### src/rtl/dtm_consts.svh
// Purpose: Constants of the digital test signal multiplexer
// Assumes: Word-indexed registers on classic Wishbone, byte address = 4 * index
// Notes: Selection codes above 29 drive the pins low
//
// Notes on behaviour
// Scan enable bit 6 set makes pin 0 the scan-shift-enable input.
// Bits 5:0 select one group of three signals for pins 0, 1, 2.
// A pin shows the test signal only when its function selects the mux.
// Codes 2 and 3 show aux ADC and low-battery detector signals.
// Codes 0, 1, 4 to 7 show wake-up, clocking and oscillator signals.
// Codes 8 and 9 show ADC-needed, retransmit, modulation, then pin 0 controls.
// Codes 10 to 13 show interrupt, serial auxiliary and transmit signals.
// Codes 14 to 18 show RC-oscillator and VCO calibration signals.
// Codes 19 to 28 show synthesizer and PLL signals.
// Code 29 shows the power state, bit 0 on pin 0.
// Reset clears the select register: scan off, code 0.
// Mux is combinational on code and signals; bit 7 stored, no effect.
`ifndef DTM_CONSTS_SVH
`define DTM_CONSTS_SVH

`define DTM_SEL_INDEX 8'h51
`define DTM_ROUTE_INDEX 8'h60
`define DTM_STATUS_INDEX 8'h61
`define DTM_SEL_RESET 8'h00
`define DTM_ROUTE_RESET 3'h0
`define DTM_SCAN_BIT 6
`define DTM_RSVD_BIT 7
`define DTM_CODE_MSB 5
`define DTM_CODE_POWER 6'h1d
`define DTM_IDX_MSB 9
`define DTM_IDX_LSB 2
`define DTM_PIN_COUNT 3

`endif

### src/rtl/dtm_pkg.sv
// Purpose: Types of the digital test signal multiplexer
// Assumes: Probe signals arrive from other clock domains
// Notes: Field order must match the probe port order
package dtm_pkg;

    typedef struct packed {
        logic wakeup_slow_clock, first_div_clk, timebase_clk, wake_event, one_sec_tick;
        logic aux_adc_en, aux_adc_ready_n, aux_adc_done, lowbat_cont, lowbat_on, lowbat_raw;
        logic gated_div_clk, mcu_clk, slow_clk_sel, div_en_sync, clkout_en, clkout_en_sync;
        logic osc_en, osc_bias2x, chip_ready, zero_cap, osc_buf_en;
        logic adc_needed, ext_retx_req, tx_mod_pin, pin0_analog_sel, pin0_adc_line_en;
        logic int_ack1, int_ack2, int_latch, ext_int_pin2, ext_status_all, masked_int_all;
        logic serout_aux_sel, serout_aux, irq_aux_sel, txdata_on_serin, tx_mod, tx_clk_out;
        logic rc_full_start, rc_fine_start, xtal_req, rc_coarse_ready, rc_fine_ready, xtal_req_sync;
        logic vco_cal_rst_n, vco_cal_run, vco_cal_done, vco_cal_en, ref_cnt_en, freq_cnt_en, pos_diff;
        logic sigma_clk, pll_fb_clk, pll_ref_clk;
        logic [3:0] sigma_bits;
        logic fbdiv15, sigma_rst_n;
        logic pll_en, pll_initial_settled, pll_soft_settled, freq_change_req, vco_bias_shunt_en;
        logic freq_recalc_req, bandgap_en, frac_div_en, buffer3_en;
        logic pfd_up, pfd_down, pfd_change, pll_lock;
        logic [2:0] power_state;
    } dtm_probe_t;

endpackage

### src/rtl/dtm_sync.sv
// Purpose: Two-flop synchroniser for a vector of levels
// Assumes: Each bit is an independent slow level
// Notes: Clocks probed here are only seen at up to half the sample rate
`timescale 1ns/10ps
`default_nettype none
module dtm_sync #(
    parameter int WIDTH = 1
) (
    // Clock and reset
    input wire logic sys_clk,
    input wire logic reset,
    // Data
    input wire logic [WIDTH-1:0] async_in,
    output logic [WIDTH-1:0] sync_out
);
    logic [WIDTH-1:0] stage1;

    always_ff @(posedge sys_clk) begin
        if (reset) begin
            stage1 <= '0;
            sync_out <= '0;
        end else begin
            stage1 <= async_in;
            sync_out <= stage1;
        end
    end
endmodule
`default_nettype wire

### src/rtl/dtm_top.sv
// Purpose: Digital test signal multiplexer onto three general pins
// Assumes: Probe inputs and pin 0 input are asynchronous to sys_clk
// Notes: Pin outputs lag the selected probe by three clocks
`timescale 1ns/10ps
`default_nettype none
`include "dtm_consts.svh"
module dtm_top (
    // Clock and reset
    input wire logic sys_clk,
    input wire logic reset,
    // Wishbone
    input wire logic wb_cyc_i,
    input wire logic wb_stb_i,
    input wire logic wb_we_i,
    input wire logic [31:0] wb_adr_i,
    input wire logic [3:0] wb_sel_i,
    input wire logic [31:0] wb_dat_i,
    output logic wb_ack_o,
    output logic [31:0] wb_dat_o,
    // Normal pin function
    input wire logic [2:0] user_pin_out,
    input wire logic [2:0] user_pin_oe_n,
    // General pins
    input wire logic general_pin_0_in,
    output logic general_pin_0_out,
    output logic general_pin_0_oe_n,
    output logic general_pin_1_out,
    output logic general_pin_1_oe_n,
    output logic general_pin_2_out,
    output logic general_pin_2_oe_n,
    output logic scan_shift_enable,
    // Wake-up and timebase probes
    input wire logic wakeup_slow_clock,
    input wire logic first_div_clk,
    input wire logic timebase_clk,
    input wire logic wake_event,
    input wire logic one_sec_tick,
    // Aux ADC and battery probes
    input wire logic aux_adc_en,
    input wire logic aux_adc_ready_n,
    input wire logic aux_adc_done,
    input wire logic lowbat_cont,
    input wire logic lowbat_on,
    input wire logic lowbat_raw,
    // Clocking and oscillator probes
    input wire logic gated_div_clk,
    input wire logic mcu_clk,
    input wire logic slow_clk_sel,
    input wire logic div_en_sync,
    input wire logic clkout_en,
    input wire logic clkout_en_sync,
    input wire logic osc_en,
    input wire logic osc_bias2x,
    input wire logic chip_ready,
    input wire logic zero_cap,
    input wire logic osc_buf_en,
    // Transmit input and pin 0 probes
    input wire logic adc_needed,
    input wire logic ext_retx_req,
    input wire logic tx_mod_pin,
    input wire logic pin0_analog_sel,
    input wire logic pin0_adc_line_en,
    // Interrupt and serial probes
    input wire logic int_ack1,
    input wire logic int_ack2,
    input wire logic int_latch,
    input wire logic ext_int_pin2,
    input wire logic ext_status_all,
    input wire logic masked_int_all,
    input wire logic serout_aux_sel,
    input wire logic serout_aux,
    input wire logic irq_aux_sel,
    input wire logic txdata_on_serin,
    input wire logic tx_mod,
    input wire logic tx_clk_out,
    // Calibration probes
    input wire logic rc_full_start,
    input wire logic rc_fine_start,
    input wire logic xtal_req,
    input wire logic rc_coarse_ready,
    input wire logic rc_fine_ready,
    input wire logic xtal_req_sync,
    input wire logic vco_cal_rst_n,
    input wire logic vco_cal_run,
    input wire logic vco_cal_done,
    input wire logic vco_cal_en,
    input wire logic ref_cnt_en,
    input wire logic freq_cnt_en,
    input wire logic pos_diff,
    // Synthesizer probes
    input wire logic sigma_clk,
    input wire logic pll_fb_clk,
    input wire logic pll_ref_clk,
    input wire logic [3:0] sigma_bits,
    input wire logic fbdiv15,
    input wire logic sigma_rst_n,
    input wire logic pll_en,
    input wire logic pll_initial_settled,
    input wire logic pll_soft_settled,
    input wire logic freq_change_req,
    input wire logic vco_bias_shunt_en,
    input wire logic freq_recalc_req,
    input wire logic bandgap_en,
    input wire logic frac_div_en,
    input wire logic buffer3_en,
    input wire logic pfd_up,
    input wire logic pfd_down,
    input wire logic pfd_change,
    input wire logic pll_lock,
    // Power state probe
    input wire logic [2:0] power_state
);
    import dtm_pkg::*;

    dtm_probe_t probe_raw;
    dtm_probe_t probe;
    logic [7:0] test_signal_select;
    logic [2:0] route_enable;
    logic [4:0] status_word;
    logic pin0_level;
    logic wr_sel;
    logic wr_route;
    logic scan_on;
    logic [2:0] mux_out;
    logic [2:0] next_pin_out;
    logic [2:0] next_pin_oe_n;

    assign probe_raw = {
        wakeup_slow_clock,
        first_div_clk,
        timebase_clk,
        wake_event,
        one_sec_tick,
        aux_adc_en,
        aux_adc_ready_n,
        aux_adc_done,
        lowbat_cont,
        lowbat_on,
        lowbat_raw,
        gated_div_clk,
        mcu_clk,
        slow_clk_sel,
        div_en_sync,
        clkout_en,
        clkout_en_sync,
        osc_en,
        osc_bias2x,
        chip_ready,
        zero_cap,
        osc_buf_en,
        adc_needed,
        ext_retx_req,
        tx_mod_pin,
        pin0_analog_sel,
        pin0_adc_line_en,
        int_ack1,
        int_ack2,
        int_latch,
        ext_int_pin2,
        ext_status_all,
        masked_int_all,
        serout_aux_sel,
        serout_aux,
        irq_aux_sel,
        txdata_on_serin,
        tx_mod,
        tx_clk_out,
        rc_full_start,
        rc_fine_start,
        xtal_req,
        rc_coarse_ready,
        rc_fine_ready,
        xtal_req_sync,
        vco_cal_rst_n,
        vco_cal_run,
        vco_cal_done,
        vco_cal_en,
        ref_cnt_en,
        freq_cnt_en,
        pos_diff,
        sigma_clk,
        pll_fb_clk,
        pll_ref_clk,
        sigma_bits,
        fbdiv15,
        sigma_rst_n,
        pll_en,
        pll_initial_settled,
        pll_soft_settled,
        freq_change_req,
        vco_bias_shunt_en,
        freq_recalc_req,
        bandgap_en,
        frac_div_en,
        buffer3_en,
        pfd_up,
        pfd_down,
        pfd_change,
        pll_lock,
        power_state
    };

    dtm_sync #(.WIDTH($bits(dtm_probe_t))) u_probe_sync (
        .sys_clk(sys_clk),
        .reset(reset),
        .async_in(probe_raw),
        .sync_out(probe)
    );

    dtm_sync #(.WIDTH(1)) u_pin0_sync (
        .sys_clk(sys_clk),
        .reset(reset),
        .async_in(general_pin_0_in),
        .sync_out(pin0_level)
    );

    dtm_wb_port u_wb (
        .sys_clk(sys_clk),
        .reset(reset),
        .wb_cyc_i(wb_cyc_i),
        .wb_stb_i(wb_stb_i),
        .wb_we_i(wb_we_i),
        .wb_adr_i(wb_adr_i),
        .wb_sel_i(wb_sel_i),
        .wb_ack_o(wb_ack_o),
        .wb_dat_o(wb_dat_o),
        .sel_word(test_signal_select),
        .route_word(route_enable),
        .status_word(status_word),
        .wr_sel(wr_sel),
        .wr_route(wr_route)
    );

    // Bit 7 is kept for read-back only
    always_ff @(posedge sys_clk) begin
        if (reset) begin
            test_signal_select <= `DTM_SEL_RESET;
        end else if (wr_sel) begin
            test_signal_select <= wb_dat_i[7:0];
        end
    end

    always_ff @(posedge sys_clk) begin
        if (reset) begin
            route_enable <= `DTM_ROUTE_RESET;
        end else if (wr_route) begin
            route_enable <= wb_dat_i[`DTM_PIN_COUNT-1:0];
        end
    end

    assign scan_on = test_signal_select[`DTM_SCAN_BIT];
    assign status_word = {general_pin_2_out, general_pin_1_out, general_pin_0_out, scan_shift_enable, pin0_level};

    // Pure decode; bits are {pin 2, pin 1, pin 0}
    function automatic logic [2:0] dtm_route(input logic [5:0] code, input dtm_probe_t p, input logic own_oe_n);
        logic [2:0] r;
        r = 3'h0;
        case (code)
            6'h00: r = {p.timebase_clk, p.first_div_clk, p.wakeup_slow_clock};
            6'h01: r = {p.one_sec_tick, p.wake_event, p.wakeup_slow_clock};
            6'h02: r = {p.aux_adc_done, p.aux_adc_ready_n, p.aux_adc_en};
            6'h03: r = {p.lowbat_raw, p.lowbat_on, p.lowbat_cont};
            6'h04: r = {p.slow_clk_sel, p.mcu_clk, p.gated_div_clk};
            6'h05: r = {p.clkout_en_sync, p.clkout_en, p.div_en_sync};
            6'h06: r = {p.chip_ready, p.osc_bias2x, p.osc_en};
            6'h07: r = {p.osc_buf_en, p.zero_cap, p.chip_ready};
            6'h08: r = {p.tx_mod_pin, p.ext_retx_req, p.adc_needed};
            6'h09: r = {p.pin0_adc_line_en, p.pin0_analog_sel, own_oe_n};
            6'h0a: r = {p.int_latch, p.int_ack2, p.int_ack1};
            6'h0b: r = {p.masked_int_all, p.ext_status_all, p.ext_int_pin2};
            6'h0c: r = {p.irq_aux_sel, p.serout_aux, p.serout_aux_sel};
            6'h0d: r = {p.tx_clk_out, p.tx_mod, p.txdata_on_serin};
            6'h0e: r = {p.xtal_req, p.rc_fine_start, p.rc_full_start};
            6'h0f: r = {p.xtal_req_sync, p.rc_fine_ready, p.rc_coarse_ready};
            6'h10: r = {p.vco_cal_done, p.vco_cal_run, p.vco_cal_rst_n};
            6'h11: r = {p.freq_cnt_en, p.ref_cnt_en, p.vco_cal_en};
            6'h12: r = {p.freq_cnt_en, p.pos_diff, p.vco_cal_en};
            6'h13: r = {p.pll_ref_clk, p.pll_fb_clk, p.sigma_clk};
            6'h14: r = p.sigma_bits[2:0];
            6'h15: r = {p.sigma_rst_n, p.fbdiv15, p.sigma_bits[3]};
            6'h16: r = {p.pll_soft_settled, p.pll_initial_settled, p.pll_en};
            6'h17: r = {p.vco_cal_done, p.pll_soft_settled, p.freq_change_req};
            6'h18: r = {p.freq_recalc_req, p.vco_bias_shunt_en, p.vco_cal_en};
            6'h19: r = {p.buffer3_en, p.frac_div_en, p.bandgap_en};
            6'h1a: r = {p.pfd_change, p.pfd_down, p.pfd_up};
            6'h1b: r = {p.pll_initial_settled, p.pll_en, p.pll_lock};
            6'h1c: r = {p.pll_soft_settled, p.pll_lock, p.pll_en};
            `DTM_CODE_POWER: r = p.power_state;
            default: r = 3'h0;
        endcase
        return r;
    endfunction

    assign mux_out = dtm_route(test_signal_select[`DTM_CODE_MSB:0], probe, general_pin_0_oe_n);

    always_comb begin
        for (int i = 0; i < `DTM_PIN_COUNT; i++) begin
            next_pin_out[i] = route_enable[i] ? mux_out[i] : user_pin_out[i];
            next_pin_oe_n[i] = route_enable[i] ? 1'b0 : user_pin_oe_n[i];
        end
        // Pin 0 turns into an input while scan test runs
        if (scan_on) begin
            next_pin_out[0] = 1'b0;
            next_pin_oe_n[0] = 1'b1;
        end
    end

    // Registered outputs avoid glitches from the decode on the pads
    always_ff @(posedge sys_clk) begin
        if (reset) begin
            general_pin_0_out <= 1'b0;
            general_pin_1_out <= 1'b0;
            general_pin_2_out <= 1'b0;
            general_pin_0_oe_n <= 1'b1;
            general_pin_1_oe_n <= 1'b1;
            general_pin_2_oe_n <= 1'b1;
        end else begin
            general_pin_0_out <= next_pin_out[0];
            general_pin_1_out <= next_pin_out[1];
            general_pin_2_out <= next_pin_out[2];
            general_pin_0_oe_n <= next_pin_oe_n[0];
            general_pin_1_oe_n <= next_pin_oe_n[1];
            general_pin_2_oe_n <= next_pin_oe_n[2];
        end
    end

    always_ff @(posedge sys_clk) begin
        if (reset) begin
            scan_shift_enable <= 1'b0;
        end else begin
            scan_shift_enable <= scan_on & pin0_level;
        end
    end
endmodule
`default_nettype wire

### src/rtl/dtm_wb_port.sv
// Purpose: Classic Wishbone slave port with word-indexed registers
// Assumes: Master holds its request until it samples ack
// Notes: Ack one cycle after request, for one cycle; unmapped reads return zero
`timescale 1ns/10ps
`default_nettype none
`include "dtm_consts.svh"
module dtm_wb_port (
    // Clock and reset
    input wire logic sys_clk,
    input wire logic reset,
    // Wishbone
    input wire logic wb_cyc_i,
    input wire logic wb_stb_i,
    input wire logic wb_we_i,
    input wire logic [31:0] wb_adr_i,
    input wire logic [3:0] wb_sel_i,
    output logic wb_ack_o,
    output logic [31:0] wb_dat_o,
    // Register file
    input wire logic [7:0] sel_word,
    input wire logic [2:0] route_word,
    input wire logic [4:0] status_word,
    output logic wr_sel,
    output logic wr_route
);
    logic req;
    logic hit_high;
    logic [7:0] idx;
    logic commit;

    assign req = wb_cyc_i & wb_stb_i;
    assign idx = wb_adr_i[`DTM_IDX_MSB:`DTM_IDX_LSB];
    assign hit_high = (wb_adr_i[31:`DTM_IDX_MSB+1] == '0);
    // Writes land at the edge where the master sees ack
    assign commit = req & wb_ack_o & wb_we_i & wb_sel_i[0] & hit_high;
    assign wr_sel = commit & (idx == `DTM_SEL_INDEX);
    assign wr_route = commit & (idx == `DTM_ROUTE_INDEX);

    always_ff @(posedge sys_clk) begin
        if (reset) begin
            wb_ack_o <= 1'b0;
        end else begin
            wb_ack_o <= req & ~wb_ack_o;
        end
    end

    always_ff @(posedge sys_clk) begin
        if (reset) begin
            wb_dat_o <= '0;
        end else if (req & ~wb_ack_o & ~hit_high) begin
            wb_dat_o <= '0;
        end else if (req & ~wb_ack_o) begin
            case (idx)
                `DTM_SEL_INDEX: wb_dat_o <= {24'h000000, sel_word};
                `DTM_ROUTE_INDEX: wb_dat_o <= {29'h0, route_word};
                `DTM_STATUS_INDEX: wb_dat_o <= {27'h0, status_word};
                default: wb_dat_o <= '0;
            endcase
        end
    end
endmodule
`default_nettype wire

### config.mk
export PLATFORM = sky130hd
export DESIGN_NAME = dtm_top
export DESIGN_NICKNAME = d
export VERILOG_FILES = /design/src/rtl/dtm_pkg.sv /design/src/rtl/dtm_sync.sv /design/src/rtl/dtm_top.sv /design/src/rtl/dtm_wb_port.sv
export VERILOG_INCLUDE_DIRS = /design/src /design/src/rtl
export SDC_FILE = /design/constraint.sdc
export NUM_CORES = 1
export LEC_CHECK = 0
export BUFFER_PORTS_ARGS = -buffer_cell sky130_fd_sc_hd__buf_2
export CAP_MARGIN = 20
export CORE_ASPECT_RATIO = 0.6
export CORE_MARGIN = 4
export CORE_UTILIZATION = 55
export CTS_CLUSTER_SIZE = 14
export DETAILED_ROUTE_END_ITERATION = 16
export PLACE_DENSITY_LB_ADDON = 0.2
export SYNTH_ARGS = -nofsm -noshare
export SYNTH_HDL_FRONTEND = slang
export SYNTH_SLANG_ARGS = --single-unit
### constraint.sdc
create_clock -name sys_clk -period 2.8 [get_ports sys_clk]
set_input_delay 0.28 -clock sys_clk [delete_from_list [all_inputs] [get_ports sys_clk]]
set_output_delay 0.28 -clock sys_clk [all_outputs]
set_load 0.005 [all_outputs]
# == After elaboration in Yosys (flattened, before gate mapping) ==
# Index checks and enable logic that the tools add are counted.
# word_totals
output_inout_bits,40
romBits,0
reg_bits,207
ramBits,0
latchBits,0
inputBits,157
memories,0
# op_classes
n_div,0
n_eq_ne,32
shift,0
mux,8
mul,0
order_cmp,0
bitwise_logic,12
n_reduce_logical,4
add_sub_neg,0
# ops
operator,count
one-hot mux 3 bit (30 select lines),1
== test 6 x 5 -> 1 bit (second input constant),14
== test 6 x 4 -> 1 bit (second input constant),8
== test 6 x 3 -> 1 bit (second input constant),4
== test 8 x 7 -> 1 bit (second input constant),3
one-hot mux 8 bit (3 select lines),1
zero test 22 bit,1
== test 6 x 2 -> 1 bit (second input constant),2
AND 1 bit,10
== test 6 x 1 -> 1 bit (second input constant),1
zero test 6 bit,1
2-to-1 mux 1 bit,6
OR reduction 2 bit,2
NOT 1 bit,2

# == Longest topological paths before layout ==
# Gate-level depths: netlist of the first run.
# depth
ltp_word,6
depth_mapped,8
mapped_depth_nobuf,6

# == By module ==
# A second synthesis of the first run with hierarchy kept.
# unflattened
cells_unflattened,637
area_unflattened_um2,6865.3
# by_module_without_submodules
mod,cells_per_inst,area_per_inst_um2,n_inst,seq_area_each_um2
dtm_sync at u_probe_sync,325,4296.6,1,3083.0
dtm_top,220,1765.4,1,360.3
dtm_wb_port,88,750.7,1,180.2
dtm_sync at u_pin0_sync,4,52.6,1,40.0

# == Worst setup path before layout of the first run ==
# OpenSTA, ideal clock, no wires.
# synth_timing
path_type,register to register
startpoint,reg test_signal_select[1]
endpoint,reg general_pin_0_out
synth_period_minus_slack_ns,1.803
stages_incl_launch_ff,7
setup_time_ns,0.126
path_buffers,1
path_slack_ns,0.997
arrival_ns,1.677
path_cell_list,dfxtp_1 buf_6 mux2_4 and3_1 or4_4 a2111oi_2 a21oi_1
# synth_between
elab_chain_len,3
# synth_lines
element,line_no,source
from (decl),dtm_top.sv:117,logic [7:0] test_signal_select;
from (signal assigned),dtm_top.sv:237,test_signal_select <= `DTM_SEL_RESET;
from (signal assigned),dtm_top.sv:239,test_signal_select <= wb_dat_i[7:0];
"== test 6 x 5 -> 1 bit, or another cell as far along",dtm_top.sv:258,case (code)
one-hot mux 3 bit (30 select lines) (*),dtm_top.sv:258,
2-to-1 mux 1 bit (*),dtm_top.sv:298,next_pin_out[i] = route_enable[i] ? mux_out[i] : user_pin_out[i];
to (signal assigned),dtm_top.sv:318,general_pin_0_out <= next_pin_out[0];
to (decl),dtm_top.sv:25,"output logic general_pin_0_out,"
# Every way passes the cells marked *; elsewhere a longest branch is shown, timed or not.
# A chain may end at the register's enable or synchronous reset.

# == Final worst setup path of the first run ==
# layout_timing
startpoint,reg test_signal_select[2]
endpoint,reg general_pin_2_out
# layout_between
elab_chain_len,3
# layout_lines
element,line_no,source
"== test 6 x 5 -> 1 bit, or another cell as far along",dtm_top.sv:258,
one-hot mux 3 bit (30 select lines) (*),dtm_top.sv:258,
2-to-1 mux 1 bit (*),dtm_top.sv:298,
to (signal assigned),dtm_top.sv:320,general_pin_2_out <= next_pin_out[2];
to (decl),dtm_top.sv:29,"output logic general_pin_2_out,"
# Marks and branches as above.

==> results of run 1 <==
-- per-stage QoR --
| step | power [mW] | hold WS [ps] | setup WS (ps) | util, % |
|---|---|---|---|---|
| global route | 5.61 | 41.7 | 171 | 69.2 |
| detailed placement | 3.06 | 420 | 360 | 63.7 |
| CTS | 5.46 | 45.5 | 353 | 69.2 |
| finish | 5.43 | 53.8 | 277 | 69.2 |
| global placement | 3.05 | 421 | 368 | 63.7 |
| floorplan | 2.95 | 395 | 997 | - |
-- registers in the layout, summed over array words and instances (netlist names) --
| signal | flops |
|---|---|
| general_pin_1_oe_n | 1 |
| general_pin_0_oe_n | 1 |
| scan_shift_enable | 1 |
| u_wb.wb_ack_o | 1 |
| general_pin_1_out | 1 |
| general_pin_2_out | 1 |
| u_probe_sync.sync_out | 77 |
| u_pin0_sync.stage1 | 1 |
| general_pin_2_oe_n | 1 |
| test_signal_select | 8 |
| u_probe_sync.stage1 | 77 |
| u_wb.wb_dat_o | 8 |
| general_pin_0_out | 1 |
| route_enable | 3 |
| u_pin0_sync.sync_out | 1 |
-- final cells by class --
class	instances	share of cell area (%)
Tap cell	160	2.54
Inverter	6	0.286
Multi-Input combinational cell	406	31.9
Clock buffer	18	5.58
Timing Repair Buffer	157	10.8
Clock inverter	14	2.38
Sequential cell	183	46.5
-- layer usage --
| metal | global-route usage (%) | part of all wire, % | vias to the layer above |
|---|---|---|---|
| met5 | 0 | 0 | - |
| met4 | 5.69 | 0.65 | 0 |
| met3 | 6.12 | 7.2 | 8 |
| met2 | 37.2 | 45 | 161 |
| met1 | 34.2 | 47 | 2173 |
| li1 | - | - | 2333 |
-- cell families (layout without fill, tap and decap cells) --
logic type / Yosys count / count (layout) / share of synthesized area, %
simple gates: 279 / 279 / 24.7
flops: 183 / 183 / 56.7
compound gates: 73 / 73 / 7.97
other cells: 1 / 24 / 0.0580
buf+inv: 68 / 195 / 5.81
mux: 30 / 30 / 4.84
-- cell usage after synthesis, types with 2 or more instances --
cell      number
and2_1         4
a211oi_1       3
mux2i_1       23
nor3_1         8
o21ai_0       12
nor2b_1      161
inv_1          5
or2_2          2
a32oi_1        6
a31oi_1        4
clkbuf_1      22
a22oi_1       12
o22ai_1        6
mux2_2         5
o32ai_1        2
buf_1          3
nor2_1        37
a21o_1         2
nor4_1         9
dfxtp_1      183
nand3_1        8
a21oi_1       10
o211ai_1       2
and3_1         5
buf_2          9
buf_4         27
nand2b_1       7
a311oi_1       2
nand2_1       25
a22o_1         5
nor3b_1        2
-- worst min path at each step --
stage | startpoint | end | slack, ps | cells past startpoint
2_1_floorplan | user_pin_oe_n[2] | general_pin_2_oe_n | 390 | 1
3_3_place_gp | u_probe_sync.stage1[63] | u_probe_sync.sync_out[63] | 420 | 1
3_5_place_dp | u_probe_sync.stage1[29] | u_probe_sync.sync_out[29] | 420 | 1
4_1_cts | pfd_up | u_probe_sync.stage1[6] | 50 | 2
5_1_grt | gated_div_clk | u_probe_sync.stage1[65] | 40 | 2
6_report | user_pin_oe_n[2] | general_pin_2_oe_n | 50 | 2
-- power by group through the flow --
stage	combinational [mW]	sequential [mW]	clock, mW
after floorplan	0.162	2.79	0
after global placement	0.246	2.80	0
after detailed placement	0.257	2.81	0
after CTS	0.259	2.75	2.46
after global routing	0.291	2.76	2.56
final	0.257	2.75	2.43
==> run summary, run 1 <==
# diodes = 0
Yosys warning count = 0
CP Data Arrival Time = 2810 ps
R2R Setup Slk = 280 ps
Share of cells above drive strength 1 = 25.8%
Max Cap Viol = 0
Commonest non-fill, non-tap cell in the layout = dfxtp_1
Core area = 0.0114 sq mm
Routed WL = 16100 microns
Fin crit period = 2520 ps
Clock Skew = 13.4 ps
Seq/Total Area, Yosys = 56.7%
RSZ-0062 raised after global routing = no
Largest net degree at the start of global routing = 95
Critical Path RT = 3080 ps
Filler cells = 902
Critical path class = reg -> reg
Yosys cell types = 54
Reg clk slew, reported paths = 70 ps
Number of hold buffers added after cts = 0
CTS root buf = clkbuf_16
Vias in the first global route = 4603
Remaining DRCs = 0
CTS Buffer Depth = 2
Drt pass-1 iters = 5
Power per cell area = 690 mW/mm^2
Fin Setup TNS = 0 ps
Post-synth ARST share = 0%
Status = finished, final reports clean
Area of the multi-input gates = 0.00251 sq mm
Worst-path fanout max = 23
TritonCTS clock tree = built
Initial antenna violation count = 0
Via density = 4.95
Reg2reg path depth = 5
Post-route ant nets = 0
Worst reg2reg endpoint = general_pin_2_out
Clk Latency, worst-skew pair = 430 ps
Top cell type's share of synthesized area = 56.7%
Slowest stage cell, crit path = dfxtp_1
Number of cells on the critical path = 5
Post_cts resized = 0
FMAX = 0.396 GHz
Switching share of power = 24.5%
Crit path to = general_pin_2_out
Clock share of power = 44.7%
Die width = 148 microns
Design area = 0.00787 sq mm
Starting density of the core = 56.8%
First-pass GRT wire length = 25100 microns
Worst r2r src = test_signal_select[2]
DP Wirelength = 11900 microns
Yosys reg bits = 183
Main area contributors after synthesis = dfxtp_1 57%, nor2b_1 16%, mux2i_1 3.6%, buf_4 3.1%, nor2_1 2.1%
Cell taking the most area after synthesis = dfxtp_1
Area Growth Syn to Fin = 21.8%
Placed cell areas = 0.00725 sq mm
Critical Path, Cell by Cell = nor2_1 -> a21oi_1 -> o221ai_1 -> a221oi_1 -> a311oi_1
Max Slew Vio Count = 0
Slew of the pin with the lowest slew margin = 982 ps
Slew Limit Headroom = 34.4%
# rows = 30
Final std cells w/o fill = 944
Commonest non-fill, non-tap cells in the layout = 183 x dfxtp_1, 161 x nor2b_1, 142 x buf_2, 37 x nor2_1, 25 x nand2_1
Final Hold Fails = 0
CP startpoint kind = register
CTS buffer count = 17
Tcrit/Tclk final = 90.1%
Logic pwr share = 4.7%
Primary flip-flop cell chosen by synthesis mapping = dfxtp_1
Sequential share of power = 50.6%
Endpoints failing setup = 0
Synth Cell Area = 0.00646 sq mm
Worst Hold Class = in -> reg
Buf/Inv on CP = 0
Int Pwr = 4.10 mW
Clock Sinks = 183
Switching pwr = 1.33 mW
Slowest stage delay, CP = 970 ps
Placer congestion estimate = 0.879
Vias = 4675
Critical Path Source = test_signal_select[2]
Inst Count DP = 912
Area of the die = 0.0136 sq mm
Avg Inst Size Synth = 10.2 sq um
Die height = 92.0 microns
CTS H-tree lvls = 4
Setup Buffers After CTS = 0
Port bufs = 143
CP Capture Type = register
Drt wl/cell = 17.1 microns
Io pins = 197
Post-synth EDFFs = 0
Register Area = 0.00366 sq mm
GRT Residual Overflow = 0
Post-Syn Instances = 634
LEAKAGE = 3.24 nW
Critical path's top delay family = compound AO/OA/AOI/OAI gates
Initial detailed-routing violation count = 309
Nets = 928
Total Routing Usage GR = 24.1%
Peak supply drop = 371 uV
No activity file was read; power rests on OpenSTA's default activity.
==> run 2: changes to the inputs <==
--- a/config.mk
+++ b/config.mk
@@ -6,7 +6,7 @@
 export SDC_FILE = /design/constraint.sdc
 export NUM_CORES = 1
 export LEC_CHECK = 0
-export BUFFER_PORTS_ARGS = -buffer_cell sky130_fd_sc_hd__buf_2
+export BUFFER_PORTS_ARGS = -buffer_cell sky130_fd_sc_hd__clkbuf_2
 export CAP_MARGIN = 20
 export CORE_ASPECT_RATIO = 0.6
 export CORE_MARGIN = 4
==> run summary, run 2 (synthesized netlist as in run 1, its figures left out) <==
Status = finished, final reports clean
Reg2reg path depth = 6 (+1)
Worst Hold Class = in -> reg
LEAKAGE = 3.27 nW (+0.77%)
Fin Setup TNS = 0 ps (unchanged)
WHS Path Cells = 2 (unchanged)
Int Pwr = 4.08 mW (-0.50%)
Die height = 92.0 microns (unchanged)
Switching pwr = 1.35 mW (+1.8%)
Endpoints failing setup = 0 (unchanged)
Port bufs = 143 (unchanged)
Filler cells = 893 (-1.0%)
# diodes = 0 (unchanged)
GRT Residual Overflow = 0 (unchanged)
Vias = 4763 (+1.9%)
R2R Setup Slk = 340 ps (+60 ps)
Via density = 5.04 (+1.8%)
Number of hold buffers added after cts = 0 (unchanged)
CP Data Arrival Time = 2770 ps (-40 ps)
Post-route ant nets = 0 (unchanged)
Reg clk slew, reported paths = 80 ps (about the same)
First-pass GRT wire length = 25400 microns (+1.3%)
Tcrit/Tclk final = 88.0% (-2.2 points)
Initial antenna violation count = 0 (unchanged)
Initial detailed-routing violation count = 235 (-24%)
Die width = 148 microns (unchanged)
CTS root buf = clkbuf_16
Slew of the pin with the lowest slew margin = 839 ps (-144 ps)
Vias in the first global route = 4720 (+2.5%)
CTS H-tree lvls = 4 (unchanged)
Pwr Total = 5.43 mW (about the same)
Switching share of power = 24.9% (+0.43 points)
Area of the die = 0.0136 sq mm (unchanged)
Power per cell area = 690 mW/mm^2 (about the same)
Placer congestion estimate = 0.853 (-2.9%)
Setup Buffers After CTS = 0 (unchanged)
Final Hold Fails = 0 (unchanged)
FMAX = 0.406 GHz (+2.5%)
Clock Sinks = 183 (unchanged)
Post_cts resized = 0 (unchanged)
CP Capture Type = register
RSZ-0062 raised after global routing = no
PnR worst setup slack = 337 ps (+60.4 ps)
# rows = 30 (unchanged)
Slew Limit Headroom = 44.0% (+9.6 points)
Routed WL = 16400 microns (+1.5%)
Drt pass-1 iters = 5 (unchanged)
Regs by FF count = u_probe_sync.stage1: 77 flops, u_probe_sync.sync_out: 77 flops
Max Slew Vio Count = 0 (unchanged)
Remaining DRCs = 0 (unchanged)
Pre-CTS setup slack = 431 ps (+71.4 ps)
Fin crit period = 2460 ps (-60.4 ps)
DP Wirelength = 12100 microns (+1.3%)
CTS buffer count = 17 (unchanged)
CP startpoint kind = register
Clock Skew = 10.3 ps (-3.13 ps)
Core area = 0.0114 sq mm (unchanged)
Nets = 929 (+0.11%)
Critical Path RT = 3110 ps (+30 ps)
CTS Buffer Depth = 2 (unchanged)
Commonest non-fill, non-tap cell in the layout = dfxtp_1
Sequential share of power = 50.5% (about the same)
Clock share of power = 44.7% (about the same)
Worst-path fanout max = 16 (-30%)
TritonCTS clock tree = built
Peak supply drop = 417 uV (+12%)
Max Cap Viol = 0 (unchanged)
Area Growth Syn to Fin = 21.9% (about the same)
Largest net degree at the start of global routing = 93 (-2.1%)
Critical path class = reg -> reg
Logic pwr share = 4.7% (about the same)
Share of cells above drive strength 1 = 25.9% (+0.095 points)
Clk Latency, worst-skew pair = 440 ps (about the same)
Starting density of the core = 56.8% (unchanged)
Io pins = 197 (unchanged)
Total Routing Usage GR = 24.2% (+0.10 points)
Drt wl/cell = 17.3 microns (+1.4%)
Commonest non-fill, non-tap cells in the layout = 183 x dfxtp_1, 161 x nor2b_1, 142 x clkbuf_2, 37 x nor2_1, 25 x nand2_1
-- run 2: path summary, 6_finish.rpt --
check / from / to
worst max-delay path: test_signal_select[0] / general_pin_1_out
worst min-delay path: one_sec_tick / u_probe_sync.stage1[72]
worst max register to register: test_signal_select[0] / general_pin_1_out
worst min register to register: u_pin0_sync.sync_out / scan_shift_enable
-- run 2: final cells by class --
| class | count | area [sq um] | area share, % |
|---|---|---|---|
| flip-flops and latches | 183 | 3660 | 46.5 |
| repair buffers | 158 | 856 | 10.9 |
| clock inverters | 15 | 198 | 2.51 |
| inverters | 6 | 22.5 | 0.286 |
| clock buffers | 17 | 425 | 5.40 |
| well taps | 160 | 200 | 2.54 |
| multi-input cells | 406 | 2510 | 31.9 |
-- run 2: metrics by stage --
step / hold slack, ps / instances / util [%] / cell area (sq um)
2_1_floorplan: 395 / 657 / - / 6550
3_3_place_gp: 421 / 913 / 63.8 / 7250
3_5_place_dp: 421 / 913 / 63.8 / 7250
4_1_cts: 39.1 / 945 / 69.3 / 7880
5_1_grt: 38.6 / 945 / 69.3 / 7880
6_report: 42.4 / 945 / 69.3 / 7880
-- run 2: metal layers --
metal | routed length, microns | track usage [%] | vias to the layer above
met4 | 168 | 6.23 | 0
met2 | 7360 | 37.1 | 206
met1 | 7720 | 34.2 | 2203
li1 | - | - | 2333
met3 | 1120 | 6.37 | 21
met5 | 0 | 0 | -
-- run 2: critical path, cell delays in order, from the launching register on --
cell      delay (ps)
dfxtp_1          800
nor2b_1          310
buf_4            230
a311oi_1         500
o32ai_1          230
nor3_1           180
a211oi_1         100
-- run 2: power by group through the flow --
stage               clock network (mW)  registers (mW)  logic (mW)
floorplan                            0            2.79       0.162
global placement                     0            2.80       0.246
detailed placement                   0            2.81       0.257
CTS                               2.45            2.75       0.260
global route                      2.57            2.76       0.291
finish                            2.43            2.75       0.258
